[src/rtl/sfd_pkg.sv]
// Constants of the serial flash command decoder: opcodes, phase
// lengths, read spaces and state encodings.
// Assumes the includer imports the whole package.
package sfd_pkg;

   ////////////////////////////////////////////////////////////////////
   // Opcodes
   localparam logic [7:0] OP_READ = 8'h03;
   localparam logic [7:0] OP_FAST_READ = 8'h0B;
   localparam logic [7:0] OP_TWO_OUT = 8'h3B;
   localparam logic [7:0] OP_FOUR_OUT = 8'h6B;
   localparam logic [7:0] OP_TWO_ADDR_DATA = 8'hBB;
   localparam logic [7:0] OP_FOUR_ADDR_DATA = 8'hEB;
   localparam logic [7:0] OP_IDENT = 8'h9F;
   localparam logic [7:0] OP_MAKER_ID = 8'h90;
   localparam logic [7:0] OP_SET_WRITE_EN = 8'h06;
   localparam logic [7:0] OP_CLR_WRITE_EN = 8'h04;
   localparam logic [7:0] OP_SMALL_ERASE = 8'h20;
   localparam logic [7:0] OP_DOUBLE_ERASE = 8'h40;
   localparam logic [7:0] OP_LARGE_ERASE = 8'hD8;
   localparam logic [7:0] OP_ARRAY_ERASE_A = 8'h60;
   localparam logic [7:0] OP_ARRAY_ERASE_B = 8'hC7;
   localparam logic [7:0] OP_PAGE_PROG = 8'h02;
   localparam logic [7:0] OP_FOUR_PAGE_PROG = 8'h32;
   localparam logic [7:0] OP_STATUS_READ = 8'h05;
   localparam logic [7:0] OP_CONFIG_READ = 8'h35;
   localparam logic [7:0] OP_STATUS_WRITE = 8'h01;
   localparam logic [7:0] OP_CLEAR_FAIL = 8'h30;
   localparam logic [7:0] OP_SLEEP = 8'hB9;
   localparam logic [7:0] OP_WAKE = 8'hAB;
   localparam logic [7:0] OP_OTP_PROG = 8'h42;
   localparam logic [7:0] OP_OTP_READ = 8'h4B;

   ////////////////////////////////////////////////////////////////////
   // Phase lengths in bytes; mode cycles count as header bytes; then data count width, FIFO depth and array address width
   localparam logic [1:0] ADDR_BYTES = 2'h3;
   localparam logic [1:0] ONE_BYTE = 2'h1;
   localparam logic [1:0] THREE_BYTES = 2'h3;
   localparam logic [1:0] NO_BYTES = 2'h0;
   localparam int DATA_CNT_W = 9;
   localparam int FIFO_DEPTH = 8;
   localparam int ARRAY_ADDR_W = 22;

   ////////////////////////////////////////////////////////////////////
   // Read spaces shown to the storage side
   localparam logic [2:0] SPACE_ARRAY = 3'h0;
   localparam logic [2:0] SPACE_OTP = 3'h1;
   localparam logic [2:0] SPACE_IDENT = 3'h2;
   localparam logic [2:0] SPACE_MAKER = 3'h3;
   localparam logic [2:0] SPACE_SIGNATURE = 3'h4;
   localparam logic [2:0] SPACE_STATUS = 3'h5;
   localparam logic [2:0] SPACE_CONFIG = 3'h6;

   typedef enum {K_BAD, K_OUT, K_SILENT, K_IN, K_NODATA} sfd_kind_type;
   typedef enum {S_OPCODE, S_ADDR, S_DUMMY, S_OUT, S_IN, S_END, S_IGNORE} sfd_state_type;

endpackage : sfd_pkg

[src/rtl/sfd_sync.sv]
// Two-flop synchroniser for a group of pin inputs.
// Assumes inputs are single-bit levels from outside clk_sys_i.
module sfd_sync #(
   parameter int W = 1,
   parameter logic [W-1:0] RST_VAL = '0
) (
   // Clock and reset
   input wire logic clk_sys_i,
   input wire logic nrst_i,
   // Levels
   input wire logic [W-1:0] async_i,
   output logic [W-1:0] sync_o
);

   logic [W-1:0] meta;

   always_ff @(posedge clk_sys_i or negedge nrst_i) begin
      if (!nrst_i) begin
         meta <= RST_VAL;
         sync_o <= RST_VAL;
      end else begin
         meta <= async_i;
         sync_o <= meta;
      end
   end

endmodule : sfd_sync

[src/rtl/sfd_fifo.sv]
// Shift-style FIFO: the head is always entry 0, so the pop side
// comes straight from flip-flops.
// Assumes push and pop on the same clock; flush wins over both.
module sfd_fifo #(
   parameter int W = 8,
   parameter int D = 8
) (
   // Clock and reset
   input wire logic clk_sys_i,
   input wire logic nrst_i,
   input wire logic flush_i,
   // Fill side
   input wire logic push_valid_i,
   input wire logic [W-1:0] push_data_i,
   output logic push_ready_o,
   // Drain side
   output logic pop_valid_o,
   output logic [W-1:0] pop_data_o,
   input wire logic pop_ready_i
);

   logic [W-1:0] mem [0:D];
   logic [D:0] vld;
   logic push;
   logic pop;

   assign push = push_valid_i & ~vld[D-1];
   assign pop = pop_ready_i & vld[0];
   assign push_ready_o = ~vld[D-1];
   assign pop_valid_o = vld[0];
   assign pop_data_o = mem[0];
   assign vld[D] = 1'b0;
   assign mem[D] = '0;

   for (genvar i = 0; i < D; i++) begin : g_ent
      logic below;
      if (i == 0) begin : g_first
         assign below = 1'b1;
      end else begin : g_rest
         assign below = vld[i-1];
      end
      always_ff @(posedge clk_sys_i or negedge nrst_i) begin
         if (!nrst_i) begin
            vld[i] <= 1'b0;
            mem[i] <= '0;
         end else if (flush_i) begin
            vld[i] <= 1'b0;
         end else if (pop && push) begin
            mem[i] <= vld[i+1] ? mem[i+1] : push_data_i;
         end else if (pop) begin
            mem[i] <= mem[i+1];
            vld[i] <= vld[i+1];
         end else if (push && !vld[i] && below) begin
            mem[i] <= push_data_i;
            vld[i] <= 1'b1;
         end
      end
   end

endmodule : sfd_fifo

[src/rtl/sfd_decoder.sv]
// Serial flash command decoder: opcode, address, dummy and data
// phases on the serial pins, oversampled by clk_sys_i.
// Assumes the serial clock is far slower than clk_sys_i (a few system
// cycles per half period) and that the storage side answers a read
// request before the next serial falling edge.
module sfd_decoder
   import sfd_pkg::*;
#(
   parameter int ADDR_W = ARRAY_ADDR_W,
   parameter int DEPTH = FIFO_DEPTH
) (
   // Clock and reset
   input wire logic clk_sys_i,
   input wire logic nrst_i,
   // Serial pins
   input wire logic sck_i,
   input wire logic cs_n_i,
   input wire logic si_i,
   output logic so_o,
   output logic so_oe_o,
   // Storage read port
   output logic rd_req_o,
   output logic [23:0] rd_addr_o,
   output logic [2:0] rd_space_o,
   input wire logic rd_valid_i,
   input wire logic [7:0] rd_data_i,
   // Write engine
   input wire logic busy_i,
   output logic exec_valid_o,
   output logic [7:0] exec_cmd_o,
   output logic [23:0] exec_addr_o,
   output logic [DATA_CNT_W-1:0] exec_len_o,
   output logic deep_sleep_o,
   output logic overflow_o,
   // Write data stream
   output logic wr_valid_o,
   output logic [7:0] wr_data_o,
   input wire logic wr_ready_i
);

   localparam logic [23:0] ADDR_MASK = 24'((25'h1 << ADDR_W) - 25'h1);

   ////////////////////////////////////////////////////////////////////
   // Decode helpers
   function automatic sfd_kind_type kind_of(input logic [7:0] op);
      case (op)
         OP_READ, OP_FAST_READ, OP_IDENT, OP_MAKER_ID, OP_STATUS_READ,
         OP_CONFIG_READ, OP_OTP_READ, OP_WAKE: return K_OUT;
         OP_TWO_OUT, OP_FOUR_OUT, OP_TWO_ADDR_DATA,
         OP_FOUR_ADDR_DATA: return K_SILENT;
         OP_PAGE_PROG, OP_FOUR_PAGE_PROG, OP_STATUS_WRITE,
         OP_OTP_PROG: return K_IN;
         OP_SET_WRITE_EN, OP_CLR_WRITE_EN, OP_SMALL_ERASE, OP_DOUBLE_ERASE,
         OP_LARGE_ERASE, OP_ARRAY_ERASE_A, OP_ARRAY_ERASE_B, OP_CLEAR_FAIL,
         OP_SLEEP: return K_NODATA;
         default: return K_BAD;
      endcase
   endfunction : kind_of

   function automatic logic [1:0] addr_len(input logic [7:0] op);
      case (op)
         OP_READ, OP_FAST_READ, OP_TWO_OUT, OP_FOUR_OUT, OP_TWO_ADDR_DATA,
         OP_FOUR_ADDR_DATA, OP_MAKER_ID, OP_SMALL_ERASE, OP_DOUBLE_ERASE,
         OP_LARGE_ERASE, OP_PAGE_PROG, OP_FOUR_PAGE_PROG, OP_OTP_PROG,
         OP_OTP_READ: return ADDR_BYTES;
         default: return NO_BYTES;
      endcase
   endfunction : addr_len

   // Mode cycles are consumed as header bytes like dummies
   function automatic logic [1:0] dummy_len(input logic [7:0] op);
      case (op)
         OP_FAST_READ, OP_TWO_OUT, OP_FOUR_OUT, OP_OTP_READ,
         OP_TWO_ADDR_DATA: return ONE_BYTE;
         OP_FOUR_ADDR_DATA, OP_WAKE: return THREE_BYTES;
         default: return NO_BYTES;
      endcase
   endfunction : dummy_len

   function automatic logic [2:0] space_of(input logic [7:0] op);
      case (op)
         OP_OTP_READ: return SPACE_OTP;
         OP_IDENT: return SPACE_IDENT;
         OP_MAKER_ID: return SPACE_MAKER;
         OP_WAKE: return SPACE_SIGNATURE;
         OP_STATUS_READ: return SPACE_STATUS;
         OP_CONFIG_READ: return SPACE_CONFIG;
         default: return SPACE_ARRAY;
      endcase
   endfunction : space_of

   function automatic logic array_access(input logic [7:0] op);
      return (addr_len(op) != NO_BYTES) && (op != OP_MAKER_ID);
   endfunction : array_access

   function automatic sfd_state_type data_state(input logic [7:0] op);
      case (kind_of(op))
         K_OUT: return S_OUT;
         K_IN: return S_IN;
         K_NODATA: return S_END;
         default: return S_IGNORE;
      endcase
   endfunction : data_state

   ////////////////////////////////////////////////////////////////////
   // Pin sampling and edges
   logic sck_s;
   logic cs_n_s;
   logic si_s;
   logic sck_d;
   logic cs_n_d;

   sfd_sync #(.W(3), .RST_VAL(3'h2)) u_sync (
      .clk_sys_i(clk_sys_i),
      .nrst_i(nrst_i),
      .async_i({sck_i, cs_n_i, si_i}),
      .sync_o({sck_s, cs_n_s, si_s})
   );

   always_ff @(posedge clk_sys_i or negedge nrst_i) begin
      if (!nrst_i) begin
         sck_d <= 1'b0;
         cs_n_d <= 1'b1;
      end else begin
         sck_d <= sck_s;
         cs_n_d <= cs_n_s;
      end
   end

   logic rise;
   logic fall;
   logic cs_rise;
   assign rise = sck_s & ~sck_d & ~cs_n_s;
   assign fall = ~sck_s & sck_d & ~cs_n_s;
   assign cs_rise = cs_n_s & ~cs_n_d;

   ////////////////////////////////////////////////////////////////////
   // Input shifter
   logic [2:0] bit_cnt;
   logic [6:0] sh_in;
   logic byte_done;
   logic [7:0] in_byte;
   assign byte_done = rise && (bit_cnt == 3'h7);
   assign in_byte = {sh_in, si_s};

   always_ff @(posedge clk_sys_i or negedge nrst_i) begin
      if (!nrst_i) begin
         bit_cnt <= 3'h0;
         sh_in <= 7'h00;
      end else if (cs_n_s) begin
         bit_cnt <= 3'h0;
      end else if (rise) begin
         bit_cnt <= bit_cnt + 3'h1;
         sh_in <= in_byte[6:0];
      end
   end

   ////////////////////////////////////////////////////////////////////
   // Sequence control
   sfd_state_type st;
   sfd_state_type next_st;
   logic [7:0] opcode;
   logic [1:0] ph_cnt;
   logic [23:0] addr;
   logic [23:0] fetch_addr;
   logic start_fetch;
   logic load_fall;
   logic fetch_go;
   logic [2:0] out_cnt;

   always_comb begin
      next_st = st;
      if (cs_n_s) begin
         next_st = S_OPCODE;
      end else if (byte_done) begin
         case (st)
            S_OPCODE: begin
               if ((deep_sleep_o && in_byte != OP_WAKE)
                   || (busy_i && array_access(in_byte))) begin
                  next_st = S_IGNORE;
               end else if (kind_of(in_byte) == K_BAD) begin
                  next_st = S_IGNORE;
               end else if (addr_len(in_byte) != NO_BYTES) begin
                  next_st = S_ADDR;
               end else if (dummy_len(in_byte) != NO_BYTES) begin
                  next_st = S_DUMMY;
               end else begin
                  next_st = data_state(in_byte);
               end
            end
            S_ADDR: begin
               if (ph_cnt == 2'h0) begin
                  next_st = (dummy_len(opcode) != NO_BYTES) ? S_DUMMY
                     : data_state(opcode);
               end
            end
            S_DUMMY: begin
               if (ph_cnt == 2'h0) begin
                  next_st = data_state(opcode);
               end
            end
            default: next_st = st;
         endcase
      end
   end

   always_ff @(posedge clk_sys_i or negedge nrst_i) begin
      if (!nrst_i) begin
         st <= S_OPCODE;
      end else begin
         st <= next_st;
      end
   end

   always_ff @(posedge clk_sys_i or negedge nrst_i) begin
      if (!nrst_i) begin
         opcode <= 8'h00;
         ph_cnt <= 2'h0;
      end else if (byte_done && st == S_OPCODE) begin
         opcode <= in_byte;
         ph_cnt <= (addr_len(in_byte) != NO_BYTES) ? addr_len(in_byte) - 2'h1
            : dummy_len(in_byte) - 2'h1;
      end else if (byte_done && st == S_ADDR && ph_cnt == 2'h0) begin
         ph_cnt <= dummy_len(opcode) - 2'h1;
      end else if (byte_done && (st == S_ADDR || st == S_DUMMY)) begin
         ph_cnt <= ph_cnt - 2'h1;
      end
   end

   ////////////////////////////////////////////////////////////////////
   // Read address and fetch requests
   assign start_fetch = byte_done && next_st == S_OUT && st != S_OUT;
   assign load_fall = fall && st == S_OUT && out_cnt == 3'h0;
   assign fetch_go = start_fetch | load_fall;
   assign fetch_addr = (st == S_ADDR) ? {addr[15:0], in_byte} : addr;

   always_ff @(posedge clk_sys_i or negedge nrst_i) begin
      if (!nrst_i) begin
         addr <= 24'h000000;
      end else if (cs_n_s) begin
         addr <= 24'h000000;
      end else if (fetch_go) begin
         addr <= (fetch_addr + 24'h000001) & ADDR_MASK;
      end else if (byte_done && st == S_ADDR) begin
         addr <= fetch_addr;
      end
   end

   always_ff @(posedge clk_sys_i or negedge nrst_i) begin
      if (!nrst_i) begin
         rd_req_o <= 1'b0;
         rd_addr_o <= 24'h000000;
         rd_space_o <= SPACE_ARRAY;
      end else begin
         rd_req_o <= fetch_go;
         if (fetch_go) begin
            rd_addr_o <= fetch_addr;
            rd_space_o <= space_of(opcode);
         end
      end
   end

   ////////////////////////////////////////////////////////////////////
   // Output shifter on serial falling edges
   logic [7:0] nb;
   logic [7:0] cur;

   always_ff @(posedge clk_sys_i or negedge nrst_i) begin
      if (!nrst_i) begin
         nb <= 8'h00;
      end else if (rd_valid_i) begin
         nb <= rd_data_i;
      end
   end

   // A starved read shows the previous byte; the clock ratio prevents it
   always_ff @(posedge clk_sys_i or negedge nrst_i) begin
      if (!nrst_i) begin
         out_cnt <= 3'h0;
         cur <= 8'h00;
         so_o <= 1'b0;
         so_oe_o <= 1'b0;
      end else if (cs_n_s) begin
         out_cnt <= 3'h0;
         so_o <= 1'b0;
         so_oe_o <= 1'b0;
      end else if (fall && st == S_OUT) begin
         out_cnt <= out_cnt + 3'h1;
         so_oe_o <= 1'b1;
         if (out_cnt == 3'h0) begin
            so_o <= nb[7];
            cur <= {nb[6:0], 1'b0};
         end else begin
            so_o <= cur[7];
            cur <= {cur[6:0], 1'b0};
         end
      end
   end

   ////////////////////////////////////////////////////////////////////
   // Write data, execution and deep sleep
   logic push_ready;
   logic push_valid;
   logic flush;
   logic exec_ok;
   logic [DATA_CNT_W-1:0] data_cnt;

   assign push_valid = byte_done && st == S_IN;
   assign exec_ok = bit_cnt == 3'h0
      && (st == S_END || (st == S_IN && data_cnt != '0));
   // Discarded data must not reach the write engine
   assign flush = cs_rise && st == S_IN && !exec_ok;

   sfd_fifo #(.W(8), .D(DEPTH)) u_fifo (
      .clk_sys_i(clk_sys_i),
      .nrst_i(nrst_i),
      .flush_i(flush),
      .push_valid_i(push_valid),
      .push_data_i(in_byte),
      .push_ready_o(push_ready),
      .pop_valid_o(wr_valid_o),
      .pop_data_o(wr_data_o),
      .pop_ready_i(wr_ready_i)
   );

   always_ff @(posedge clk_sys_i or negedge nrst_i) begin
      if (!nrst_i) begin
         data_cnt <= '0;
         overflow_o <= 1'b0;
      end else if (cs_n_s) begin
         data_cnt <= '0;
      end else if (push_valid) begin
         if (data_cnt != '1) begin
            data_cnt <= data_cnt + 1'b1;
         end
         if (!push_ready) begin
            overflow_o <= 1'b1;
         end
      end else if (byte_done && st == S_OPCODE) begin
         overflow_o <= 1'b0;
      end
   end

   always_ff @(posedge clk_sys_i or negedge nrst_i) begin
      if (!nrst_i) begin
         exec_valid_o <= 1'b0;
         exec_cmd_o <= 8'h00;
         exec_addr_o <= 24'h000000;
         exec_len_o <= '0;
      end else begin
         exec_valid_o <= cs_rise && exec_ok;
         if (cs_rise && exec_ok) begin
            exec_cmd_o <= opcode;
            exec_addr_o <= addr;
            exec_len_o <= data_cnt;
         end
      end
   end

   always_ff @(posedge clk_sys_i or negedge nrst_i) begin
      if (!nrst_i) begin
         deep_sleep_o <= 1'b0;
      end else if (cs_rise && exec_ok && opcode == OP_SLEEP) begin
         deep_sleep_o <= 1'b1;
      end else if (byte_done && st == S_OPCODE && in_byte == OP_WAKE) begin
         deep_sleep_o <= 1'b0;
      end
   end

   ////////////////////////////////////////////////////////////////////
   // Checks
   a_abort_on_deselect: assert property (
      @(posedge clk_sys_i) disable iff (!nrst_i)
      cs_rise |=> !so_oe_o && !so_o)
      else $error("output still driven after deselect");

   a_exec_on_boundary: assert property (
      @(posedge clk_sys_i) disable iff (!nrst_i)
      exec_valid_o |-> $past(bit_cnt) == 3'h0 && $past(cs_rise))
      else $error("command executed off a byte boundary");

   a_exec_single_pulse: assert property (
      @(posedge clk_sys_i) disable iff (!nrst_i)
      exec_valid_o |=> !exec_valid_o)
      else $error("execute pulse longer than one cycle");

   a_ignore_stays_quiet: assert property (
      @(posedge clk_sys_i) disable iff (!nrst_i)
      (st == S_IGNORE) |-> !so_oe_o && !rd_req_o)
      else $error("ignored command drove output");

   a_busy_blocks_read: assert property (
      @(posedge clk_sys_i) disable iff (!nrst_i)
      (byte_done && st == S_OPCODE && busy_i && in_byte == OP_READ)
      |=> st == S_IGNORE)
      else $error("array read accepted while busy");

   a_read_takes_addr: assert property (
      @(posedge clk_sys_i) disable iff (!nrst_i)
      (byte_done && st == S_OPCODE && in_byte == OP_READ && !busy_i
       && !deep_sleep_o) |=> st == S_ADDR && ph_cnt == 2'h2)
      else $error("read opcode did not start three address bytes");

   a_fast_takes_dummy: assert property (
      @(posedge clk_sys_i) disable iff (!nrst_i)
      (byte_done && st == S_ADDR && ph_cnt == 2'h0 && opcode == OP_FAST_READ)
      |=> st == S_DUMMY && ph_cnt == 2'h0)
      else $error("fast read skipped its dummy byte");

   a_addr_wraps_zero: assert property (
      @(posedge clk_sys_i) disable iff (!nrst_i)
      (fetch_go && fetch_addr == ADDR_MASK && !cs_n_s) |=> addr == 24'h000000)
      else $error("read address did not wrap to zero");

   a_first_fetch_addr: assert property (
      @(posedge clk_sys_i) disable iff (!nrst_i)
      start_fetch |=> rd_req_o && rd_addr_o == $past(fetch_addr))
      else $error("first fetch used the wrong address");

   a_msb_leads_byte: assert property (
      @(posedge clk_sys_i) disable iff (!nrst_i)
      load_fall |=> so_o == $past(nb[7]) && so_oe_o)
      else $error("byte did not start with its top bit");

endmodule : sfd_decoder

[config.mk]
export PLATFORM = sky130hd
export DESIGN_NAME = sfd_decoder
export DESIGN_NICKNAME = d
export VERILOG_FILES = /design/src/rtl/sfd_pkg.sv /design/src/rtl/sfd_sync.sv /design/src/rtl/sfd_fifo.sv /design/src/rtl/sfd_decoder.sv
export SDC_FILE = /design/constraint.sdc
export NUM_CORES = 1
export LEC_CHECK = 0
export BUFFER_PORTS_ARGS = -buffer_cell sky130_fd_sc_hd__buf_2
export CORE_MARGIN = 2
export CORE_UTILIZATION = 43
export DETAILED_ROUTE_END_ITERATION = 7
export PLACE_DENSITY_LB_ADDON = 0.1
export SETUP_SLACK_MARGIN = 0.2
export SYNTH_ARGS = -nofsm -noshare
export SYNTH_HDL_FRONTEND = slang
export SYNTH_SLANG_ARGS = --single-unit
[constraint.sdc]
create_clock -name clk_sys_i -period 3.3 [get_ports clk_sys_i]
set_input_delay 0.33 -clock clk_sys_i [delete_from_list [all_inputs] [get_ports clk_sys_i]]
set_output_delay 0.33 -clock clk_sys_i [all_outputs]
set_load 0.02 [all_outputs]
### Word-level counts from Yosys, hierarchy flattened

Cells that the tools add are included.

* add/sub/neg operators: 8
* multiply operators: 0
* divide/modulo/power cells: 0
* order comparisons: 0
* eq/ne operators: 74
* shift-type cells: 0
* mux-type cells: 148
* bitwise logic cells: 14
* reductions and logical operators: 117

Operators with widths (number)
* $mux 32: 23
* $mux 8: 32
* $eq 32x3->1 const B: 6
* $eq 32x2->1 const B: 5
* $eq 32x1->1 const B: 4
* $eq 8x8->1 const B: 16
* $logic_not 32->1: 3
* $mux 24: 4
* $pmux 32 s3: 1
* $eq 8x6->1 const B: 10
* $eq 8x7->1 const B: 10
* $eq 32x4->1 const B: 2
* $mux 2: 27
* $reduce_bool 3->1: 18
* $eq 8x3->1 const B: 6
* $mux 1: 42
* $reduce_and 2->1: 19
* $logic_and 1x1->1: 36
* $eq 8x2->1 const B: 4
* $ne 32x3->1 const B: 1
* $mux 9: 3
* $pmux 3 s3: 3
* $mux 3: 8
* $pmux 3 s4: 2
* 28 further kinds: 76

* register bits after elaboration: 258
* bits in latches: 0
* RAM bits: 0
* memory bits (read-only): 0
* input port bits: 16
* output and inout bits: 83
* logic and storage cells: 402
* memories: 0

### Logic depth before layout (Yosys ltp)

Gate-level depths: netlist of the first run.

* depth in word-level cells: 50
* mapped depth: 17
* gate-level depth less buffers: 13

### Modules after synthesis

A second synthesis of the first run with hierarchy kept.

* cells, all modules: 1322
* area total of the unflattened synthesis: 12987.5 µm²

By module, submodules not included
* sfd_decoder: times used 1, cells an instance 968, area an instance 9346.5 µm²
* sfd_fifo: times used 1, cells an instance 348, area an instance 3488.3 µm²
* sfd_sync: times used 1, cells an instance 6, area an instance 152.6 µm²

### Worst setup path after synthesis of the first run

OpenSTA, ideal clock, no wires.

* path kind: register to register
* start point: register st[9]
* end point: register addr[16]
* setup time: 0.104 ns
* arrival: 3.334 ns
* required time: 3.196 ns
* slack: -0.138 ns
* stages on the path, launching flop included: 15
* path through: dfrtp_1 -> nor4_2 -> nand4_1 -> nor3_2 -> clkbuf_1 -> buf_1 -> nand2_1 -> nand2_1 -> ha_1 -> inv_1 -> or3_4 -> or3_1 -> a221oi_2 -> a21oi_1 -> o311ai_1

* elaborated cells on any way between the ends: 24
* classes of those cells: 1 x add/sub; 6 x eq/ne; 9 x mux; 1 x bitwise; 7 x reduce/logical

RTL lines
* start: declaration: line sfd_decoder.sv:160 `sfd_state_type st;`
* start signal: assignment: line sfd_decoder.sv:211 `st <= next_st;`
* $eq 32x2->1: line sfd_decoder.sv:235 `assign fetch_addr = (st == S_ADDR) ? {addr[15:0], in_byte} : addr;`
* $mux 24: line sfd_decoder.sv:235
* net fetch_addr[0]: line sfd_decoder.sv:165 `logic [23:0] fetch_addr;`
* $add 22x1->22: line sfd_decoder.sv:243 `addr <= (fetch_addr + 24'h000001) & ADDR_MASK;`
* $mux 24: line sfd_decoder.sv:242 `end else if (fetch_go) begin`
* $mux 24: line sfd_decoder.sv:240 `end else if (cs_n_s) begin`
* end signal: assignment: line sfd_decoder.sv:243
* end signal: assignment: line sfd_decoder.sv:245 `addr <= fetch_addr;`
* end: declaration: line sfd_decoder.sv:164 `logic [23:0] addr;`

The timed path passes the listed nets, and every way through them passes these cells. The select of a mux whose other input is x is not followed.
A chain may end at the register's enable or synchronous reset.

### Final worst setup path of the first run

* start point: register opcode[3]
* end point: register addr[18]

* longest elaborated chain between the ends: 20
* elaborated cells on any way between the ends: 66
* classes of those cells: 32 x eq/ne; 23 x mux; 1 x bitwise; 10 x reduce/logical

Ends and longest elaborated chain
* start: declaration: line sfd_decoder.sv:162 `logic [7:0] opcode;`
* start signal: assignment: line sfd_decoder.sv:220 `opcode <= in_byte;`
* $eq 8x8->1, or another cell as far along: line sfd_decoder.sv:46 `case (op)`
* $reduce_or 9->1, or another cell as far along: line sfd_decoder.sv:46
* $pmux 3 s4: line sfd_decoder.sv:46
* $mux 32: line sfd_decoder.sv:192, sfd_decoder.sv:198
* $mux 32: line sfd_decoder.sv:176 `case (st)`
* $mux 32: line sfd_decoder.sv:175 `end else if (byte_done) begin`
* $mux 32: line sfd_decoder.sv:173 `if (cs_n_s) begin`
* $eq 32x3->1, or another cell as far along: line sfd_decoder.sv:97 `case (kind_of(op))`
* [... 3 more ...]
* $pmux 32 s3 *: line sfd_decoder.sv:176
* $mux 32 *: line sfd_decoder.sv:175
* $mux 32 *: line sfd_decoder.sv:173
* $eq 32x3->1 *: line sfd_decoder.sv:232 `assign start_fetch = byte_done && next_st == S_OUT && st != S_OUT;`
* $logic_and 1x1->1 * (2 in series): line sfd_decoder.sv:232
* $or 1x1->1 *: line sfd_decoder.sv:234 `assign fetch_go = start_fetch | load_fall;`
* $mux 24: line sfd_decoder.sv:242
* $mux 24: line sfd_decoder.sv:240

Mark *: on every way between the ends. The rest lies on a longest branch, timed or not. The select of a mux whose other input is x is not followed.

==> results of run 1 <==
[metal layers]
metal,wire (microns),track usage [%],vias to the layer above
li1,-,-,5113
met1,16800,32.3,5056
met2,16100,35.1,253
met3,1750,3.02,66
met4,836,5.60,0
met5,0,0,-
[cells in the final DEF (no fill, tap or decap), types with 6 or more instances in the layout]
cell           synthesis  layout
mux2i_1               62      61
ha_1                   9       8
nor2_1                90      87
a21oi_1               57      52
mux2_2                25      25
a31oi_1               22      19
clkinv_2               0       7
or3_1                  9       6
o211ai_1              11      11
xor2_1                12      12
xnor2_1               16      16
inv_1                 25      24
and3_1                15      15
dfrtp_2                0      16
nand4b_1               7       7
nor2b_1               36      35
buf_2                 25      97
nor4_2                 4      11
o21ai_0               91      87
buf_6                  3       7
nand2b_1              10       8
a211oi_2               4       6
o21ai_1               11      14
o21ai_2                6       6
and2_1                14      13
buf_4                 12     117
nand4_1               13      13
nor3_1                16      13
clkbuf_16              0      34
o31ai_1               10       8
nand2_1              293     284
nand2_2                0       9
nand3_1               25      24
dfrtp_1              254     238
nand3b_1               8       8
buf_12                 0       6
dlygate4sd3_1          0      11
[path summary, 6_finish.rpt]
path / cells after the start / from / to / slack [ps]
hold / removal: 2 / rd_data_i[7] / nb[7] / 20
min in group asynchronous: 2 / nrst_i / u_fifo.pop_data_o[6] / 290
setup / recovery: 11 / opcode[3] / addr[18] / 210
hold reg to reg: 0 / u_sync.meta[0] / u_sync.sync_o[0] / 350
setup reg to reg: 11 / opcode[3] / addr[18] / 210
max in group asynchronous: 3 / nrst_i / u_sync.meta[1] / 2140
[power by group through the flow]
stage,clock (mW),combinational (mW),sequential (mW)
after floorplan,0,0.700,3.42
after global placement,0,1.09,3.50
after detailed placement,0,1.09,3.50
after CTS,3.45,1.11,3.45
after global routing,3.59,1.39,3.48
final,3.38,1.27,3.46
[critical path: cells and delay by family, from the launching register on]
family | cells | cell delay, ps
AOI/OAI and AO/OA | 7 | 1420
and+or+nand+nor | 3 | 910
DFF | 1 | 470
buffers and inverters | 1 | 150
[timing repair]
item	4_1_cts	5_1_grt
pin swaps	0	37
cloned	0	3
hold buffers	11	0
buffers inserted	0	32
resized for setup	11	112
setup endpoints to repair	16	112
endpoints found under the hold margin	61	0
[synthesized netlist by cell type, drive strengths merged (3+ instances only)]
library cell	instances
nor2	90
nor3	20
a2111oi	5
nor4	18
a211oi	13
mux2	27
o211ai	12
buf	45
xnor2	16
o22ai	4
or4bb	3
o31ai	11
dfrtp	254
mux2i	62
nand4	13
a221oi	6
a31oi	22
nor3b	5
a21oi	57
and3	15
nor4b	5
a22oi	4
nand2	293
nand4b	7
inv	26
a21o	4
or4	3
o21ai	108
nor2b	36
nand3	25
ha	9
nand4bb	3
nand2b	10
nand3b	8
o221ai	3
o311ai	3
and2	16
or2	4
xor2	12
or3	10
or4b	4
dfstp	3
clkbuf	64
and4	3
[flip-flops by register name, summed over array words and instances (netlist names), 2 cells and up]
register	count
u_fifo.g_ent.below	6
rd_addr_o	24
u_fifo.pop_data_o	8
data_cnt	9
opcode	8
nb	8
st	32
u_sync.sync_o	3
ph_cnt	2
u_fifo.mem	56
cur	7
out_cnt	3
sh_in	7
bit_cnt	3
rd_space_o	3
addr	24
exec_cmd_o	8
exec_len_o	9
exec_addr_o	24
u_sync.meta	3
[cells by family after synthesis]
family          count (synthesis)  synth area share (%)
simple gates                  594                  22.4
compound gates                268                  13.1
flops                         257                  49.8
buf+inv                       135                  4.69
mux                            89                  7.19
xor+xnor                       28                  1.90
fa+ha+maj                       9                 0.872
[per-stage QoR]
step                      power (mW)  setup slack [ps]  util (%)  hold slack, ps
final                           8.11               214      54.6            20.6
after floorplan                 4.12               217         -            34.4
after CTS                       8.01               197      52.0           0.310
after detailed placement        4.59               106      48.0             292
after global routing            8.46               122      54.6            1.71
after global placement          4.59               110      48.0             291
[final cells by class]
type,count,share of cell area (%)
clock buffer,41,5.33
timing repair buffer,245,11.1
clock inverter,13,0.920
sequential,257,39.9
tap,390,3.01
inverter,26,0.665
multi-input combinational,988,39.1
==> results_dict.tcl, run 1 <==
set metrics [dict create \
    result_of_the_run "finished clean" \
    die_y_microns 177 \
    power_leakage_nw 7.65 \
    dr.first_iter.drc_count 734 \
    synth_top_cell_by_area "dfrtp_1" \
    worstHoldPathType "in2reg" \
    layout-drive-gt1-share_pct 27.2 \
    power.density_cell_area_mw_per_mm2 501 \
    root_buffer_selected_by_cts "clkbuf_16" \
    wl_per_cell_microns 18.1 \
    timing.critical_path.fanout_max 9 \
    async_reset_ff_share_pct 100 \
    initial_core_util_pct 43.6 \
    post_synthesis_cell_area_sq_mm 0.0129 \
    grt_antenna_before_repair 0 \
    grt_overflow_total 0 \
    worst_pin_slew_ps 857 \
    share_clk_of_total_power_pct 41.6 \
    clock_insertion_delay_worst_skew_ps 560 \
    worstSetupStartpointType "flip-flop" \
    period_share_pct 93.5 \
    fin_area_sq_mm 0.0162 \
    insertedDiodeCount 0 \
    synth.yosys.seq_area_share_pct 49.8 \
    final_setup_skew_ps 10.3 \
    nets 1573 \
    dp_cells 1860 \
    timing.slew.headroom_pct 42.7 \
    syn_avg_cell_area_sq_um 9.36 \
    fmax_mhz 324 \
    grt_max_degree 81 \
    cts-root-to-sink-buffers 3 \
    remaining_drc_errors 0 \
    die-area_sq_mm 0.0314 \
    comb_power_share_pct 15.7 \
    critPathArrivalTime_ps 3530 \
    setup.worst_path.end_class "flip-flop" \
    netSwitchingFraction_pct 27.8 \
    cell_internal_pwr_mw 5.86 \
    synth_enable_flop_cells 0 \
    finish.cell_count_without_fillers 1960 \
    grt_first_pass_wirelength_mm 55.9 \
    slew_viol_final 0 \
    placedInstanceArea_sq_mm 0.0142 \
    design.core.area_sq_mm 0.0296 \
    sequential_share_of_power_pct 42.7 \
    yosysWarnings 0 \
    final_weighted_congestion_of_routability_driven_global_placement 0.898 \
    postSynthNetCount 1405 \
    io_buffer_count 98 \
    area_delta_synth_final_pct 25.4 \
    synth_area_leaders "dfrtp_1 (49%), nand2_1 (8.5%), mux2i_1 (4.8%), o21ai_0 (3.5%), nor2_1 (2.6%)" \
    setup_repair_after_global_routing_missed_its_margin "yes" \
    drtAntennaViolNets 0 \
    netSwitchingPower_mw 2.25 \
    cts_max_level 1 \
    max_cap_viol_count 0 \
    clk_slew_on_worst_s_h_paths_ps 60 \
    timing.final.setup_violations 0 \
    ys_types 83 \
    hold_viol 0 \
    peakVddDrop_mv 0.417 \
    rows 63 \
    via_per_inst 5.35 \
    track_usage_pct 22.2 \
    timing.critical_path.cells "or4b_4 -> o22ai_1 -> nor4_2 -> a41o_1 -> o221a_4 -> o31ai_4 -> o211ai_4 -> and2_4 -> buf_12 -> o211a_1 -> a221o_1" \
    netlist.area_leader.share_pct 49.2 \
    multi_input_comb_area_sq_mm 0.00633 \
    seq_area_sq_mm 0.00645 \
    cts.sink_count 257 \
    detail_route.wirelength_mm 35.4 \
    synth-seq-cells 257 \
    width_of_the_die_microns 177 \
    cts_tree "built" \
    detailed_place_hpwl_mm 23.5 \
    fin_tns_setup_ps 0 \
    io-pin-count 99 \
    synth_cells 1380 \
    synth_flop_cell "dfrtp_1" \
    crit_required_ps 3740 \
    slowest_stage "or4b_4" \
    drtPass1Iterations 5 \
    nFillCells 2784 \
    timing.setup.critical_path_class "reg2reg" \
    cts_made_buffers 30 \
    critPathMaxStageDelay_ps 600 \
    grt_pass1_vias 10200 \
    vias 10500 \
    layout_min_cycle_time_ps 3090 \
]
(Power assumes the default switching activity.)
==> run 2: changes to the inputs <==
--- a/config.mk
+++ b/config.mk
@@ -7,7 +7,7 @@
 export LEC_CHECK = 0
 export BUFFER_PORTS_ARGS = -buffer_cell sky130_fd_sc_hd__buf_2
 export CORE_MARGIN = 2
-export CORE_UTILIZATION = 43
+export CORE_UTILIZATION = 50
 export DETAILED_ROUTE_END_ITERATION = 7
 export PLACE_DENSITY_LB_ADDON = 0.1
 export SETUP_SLACK_MARGIN = 0.2
==> run 2 against run 1 <==
Hold slack got worse by 0.98 ps. Via count is 1.8% higher. Clock skew rose by 3.5 ps. Sequential cell count did not move. Total power rose by 0.82%. Maximum frequency is 0.25% lower. Global-route usage is 2.3 points higher. Register-to-register slack hardly changed. Sequential power barely moved. Critical path depth unchanged. Largest cell class unchanged. Largest power group unchanged.
==> results_dict.tcl, run 2 (same netlist as run 1, synthesis figures left out) <==
set metrics [dict create \
    result_of_the_run "finished clean" \
    grt_first_pass_wirelength_mm 53.5 \
    power_leakage_nw 7.64 \
    hold_path_depth 2 \
    hold_viol 0 \
    largestRegisters "u_fifo.mem: 56 flops, st: 32 flops" \
    dp_cells 1787 \
    finish.cell_count_without_fillers 1876 \
    width_of_the_die_microns 165 \
    detail_route.wirelength_mm 34.4 \
    ff_to_ff_setup_slack_ps 210 \
    detailed_place_hpwl_mm 22.4 \
    layout_min_cycle_time_ps 3090 \
    timing.critical_path.fanout_max 14 \
    critPathMostFrequentCell "buf_4" \
    slew_viol_final 0 \
    final_weighted_congestion_of_routability_driven_global_placement 0.922 \
    setup_repair_after_global_routing_missed_its_margin "yes" \
    insertedDiodeCount 0 \
    drtPass1Iterations 5 \
    crit_required_ps 3730 \
    cts.sink_count 257 \
    root_buffer_selected_by_cts "clkbuf_16" \
    die-area_sq_mm 0.0271 \
    min_to "nb[6]" \
    rows 58 \
    worstHoldPathType "in2reg" \
    grt_antenna_before_repair 0 \
    power.density_cell_area_mw_per_mm2 507 \
    period_share_pct 93.7 \
    cts_max_level 1 \
    worst_pin_slew_ps 913 \
    critPathArrivalTime_ps 3530 \
    mostFrequentLayoutCells "nand2_1 (286), dfrtp_1 (240), buf_2 (97)" \
    regMostFlops "u_fifo.mem" \
    fmax_mhz 323 \
    grt_max_degree 98 \
    cts_tree "built" \
    largest_register_ff_count 56 \
    dr.first_iter.drc_count 939 \
    peakVddDrop_mv 0.431 \
    vias 10700 \
    timing.critical_path.cells "nor4_4 -> nand4_1 -> or2_1 -> buf_6 -> buf_4 -> nor3_4 -> nand2_2 -> buf_4 -> and4_1 -> buf_4 -> a221o_1" \
    wl_per_cell_microns 18.3 \
    final_setup_skew_ps 13.7 \
    slowest_stage "dfrtp_1" \
    worstSetupStartpointType "flip-flop" \
    clock_insertion_delay_worst_skew_ps 550 \
    timing.setup.critical_path_class "reg2reg" \
    die_y_microns 165 \
    setup.worst_path.end_class "flip-flop" \
    timing.reg2reg.worst_path_depth 11 \
    timing.final.setup_violations 0 \
    clk_slew_on_worst_s_h_paths_ps 70 \
    most_common_library_cell_in_the_layout_ignoring_fill_and_taps "nand2_1" \
    remaining_drc_errors 0 \
    r2r_start "st[15]" \
    timing.slew.headroom_pct 38.9 \
    final_util_pct 63.9 \
    grt_overflow_total 0 \
    drtAntennaViolNets 0 \
    nFillCells 2068 \
    area_delta_synth_final_pct 24.9 \
    layout-drive-gt1-share_pct 27.4 \
    grt_pass1_vias 10000 \
    io_buffer_count 98 \
    max_cap_viol_count 0 \
    initial_core_util_pct 51.1 \
    min_from "rd_data_i[6]" \
    cts-root-to-sink-buffers 3 \
    design.core.area_sq_mm 0.0253 \
    critPathMaxStageDelay_ps 410 \
    reg2reg_to "addr[18]" \
    nets 1549 \
    track_usage_pct 24.6 \
    io-pin-count 99 \
    cts_made_buffers 28 \
    fin_tns_setup_ps 0 \
    via_per_inst 5.69 \
]
## run 2: report_power, final
| part | internal, mW | switching (mW) |
|---|---|---|
| logic | 0.542 | 0.777 |
| registers | 3.29 | 0.148 |
| clock network | 2.13 | 1.29 |
## run 2: layer usage
metal / up-vias / GRT usage [%] / wire (microns) / share of wire (%)
met1: 5188 / 36.6 / 16200 / 47
met5: - / 0 / 0 / 0
met4: 0 / 7.75 / 1170 / 3.4
li1: 5084 / - / - / -
met3: 81 / 3.01 / 1850 / 5.4
met2: 325 / 37.5 / 15200 / 44
## run 2: layout make-up
cell class | count | area [sq um] | area share [%]
clock buffer | 38 | 820 | 5.08
clock inverter | 14 | 204 | 1.26
inverter | 26 | 108 | 0.667
multi-input combinational | 990 | 6430 | 39.9
sequential | 257 | 6450 | 40.0
tap | 330 | 413 | 2.56
timing repair buffer | 221 | 1700 | 10.6
## run 2: critical path, delay by kind of cell, from the launching register on
kind	cells	cell delay, ps
compound gates	1	340
buf+inv	4	710
flops	1	410
simple gates	6	1520
## run 2: repair_timing
action	in CTS	in global routing
setup buffers	6	19
cloned	1	7
hold buffers	4	0
pin swaps	7	45
resized for setup	25	131
hold endpoints to repair	96	0
endpoints found under the setup margin	43	111
## run 2: stage by stage
step	worst slack, ps	instance area (sq um)	hold slack [ps]	power (mW)
finish	206	16100	19.7	8.18
global route	105	16100	8.15	8.49
CTS	135	15300	5.69	8.04
detailed placement	27.2	14100	341	4.59
global placement	123	14100	340	4.58
floorplan	217	12900	34.4	4.12
## run 2: worst max path at each step
stage	from	to	depth (start not counted)
2_1_floorplan	st[27]	addr[16]	14
3_3_place_gp	opcode[0]	addr[3]	12
3_5_place_dp	u_sync.sync_o[0]	rd_addr_o[5]	13
4_1_cts	st[12]	u_fifo.mem[18]	7
5_1_grt	st[5]	addr[6]	12
6_report	st[15]	addr[18]	11
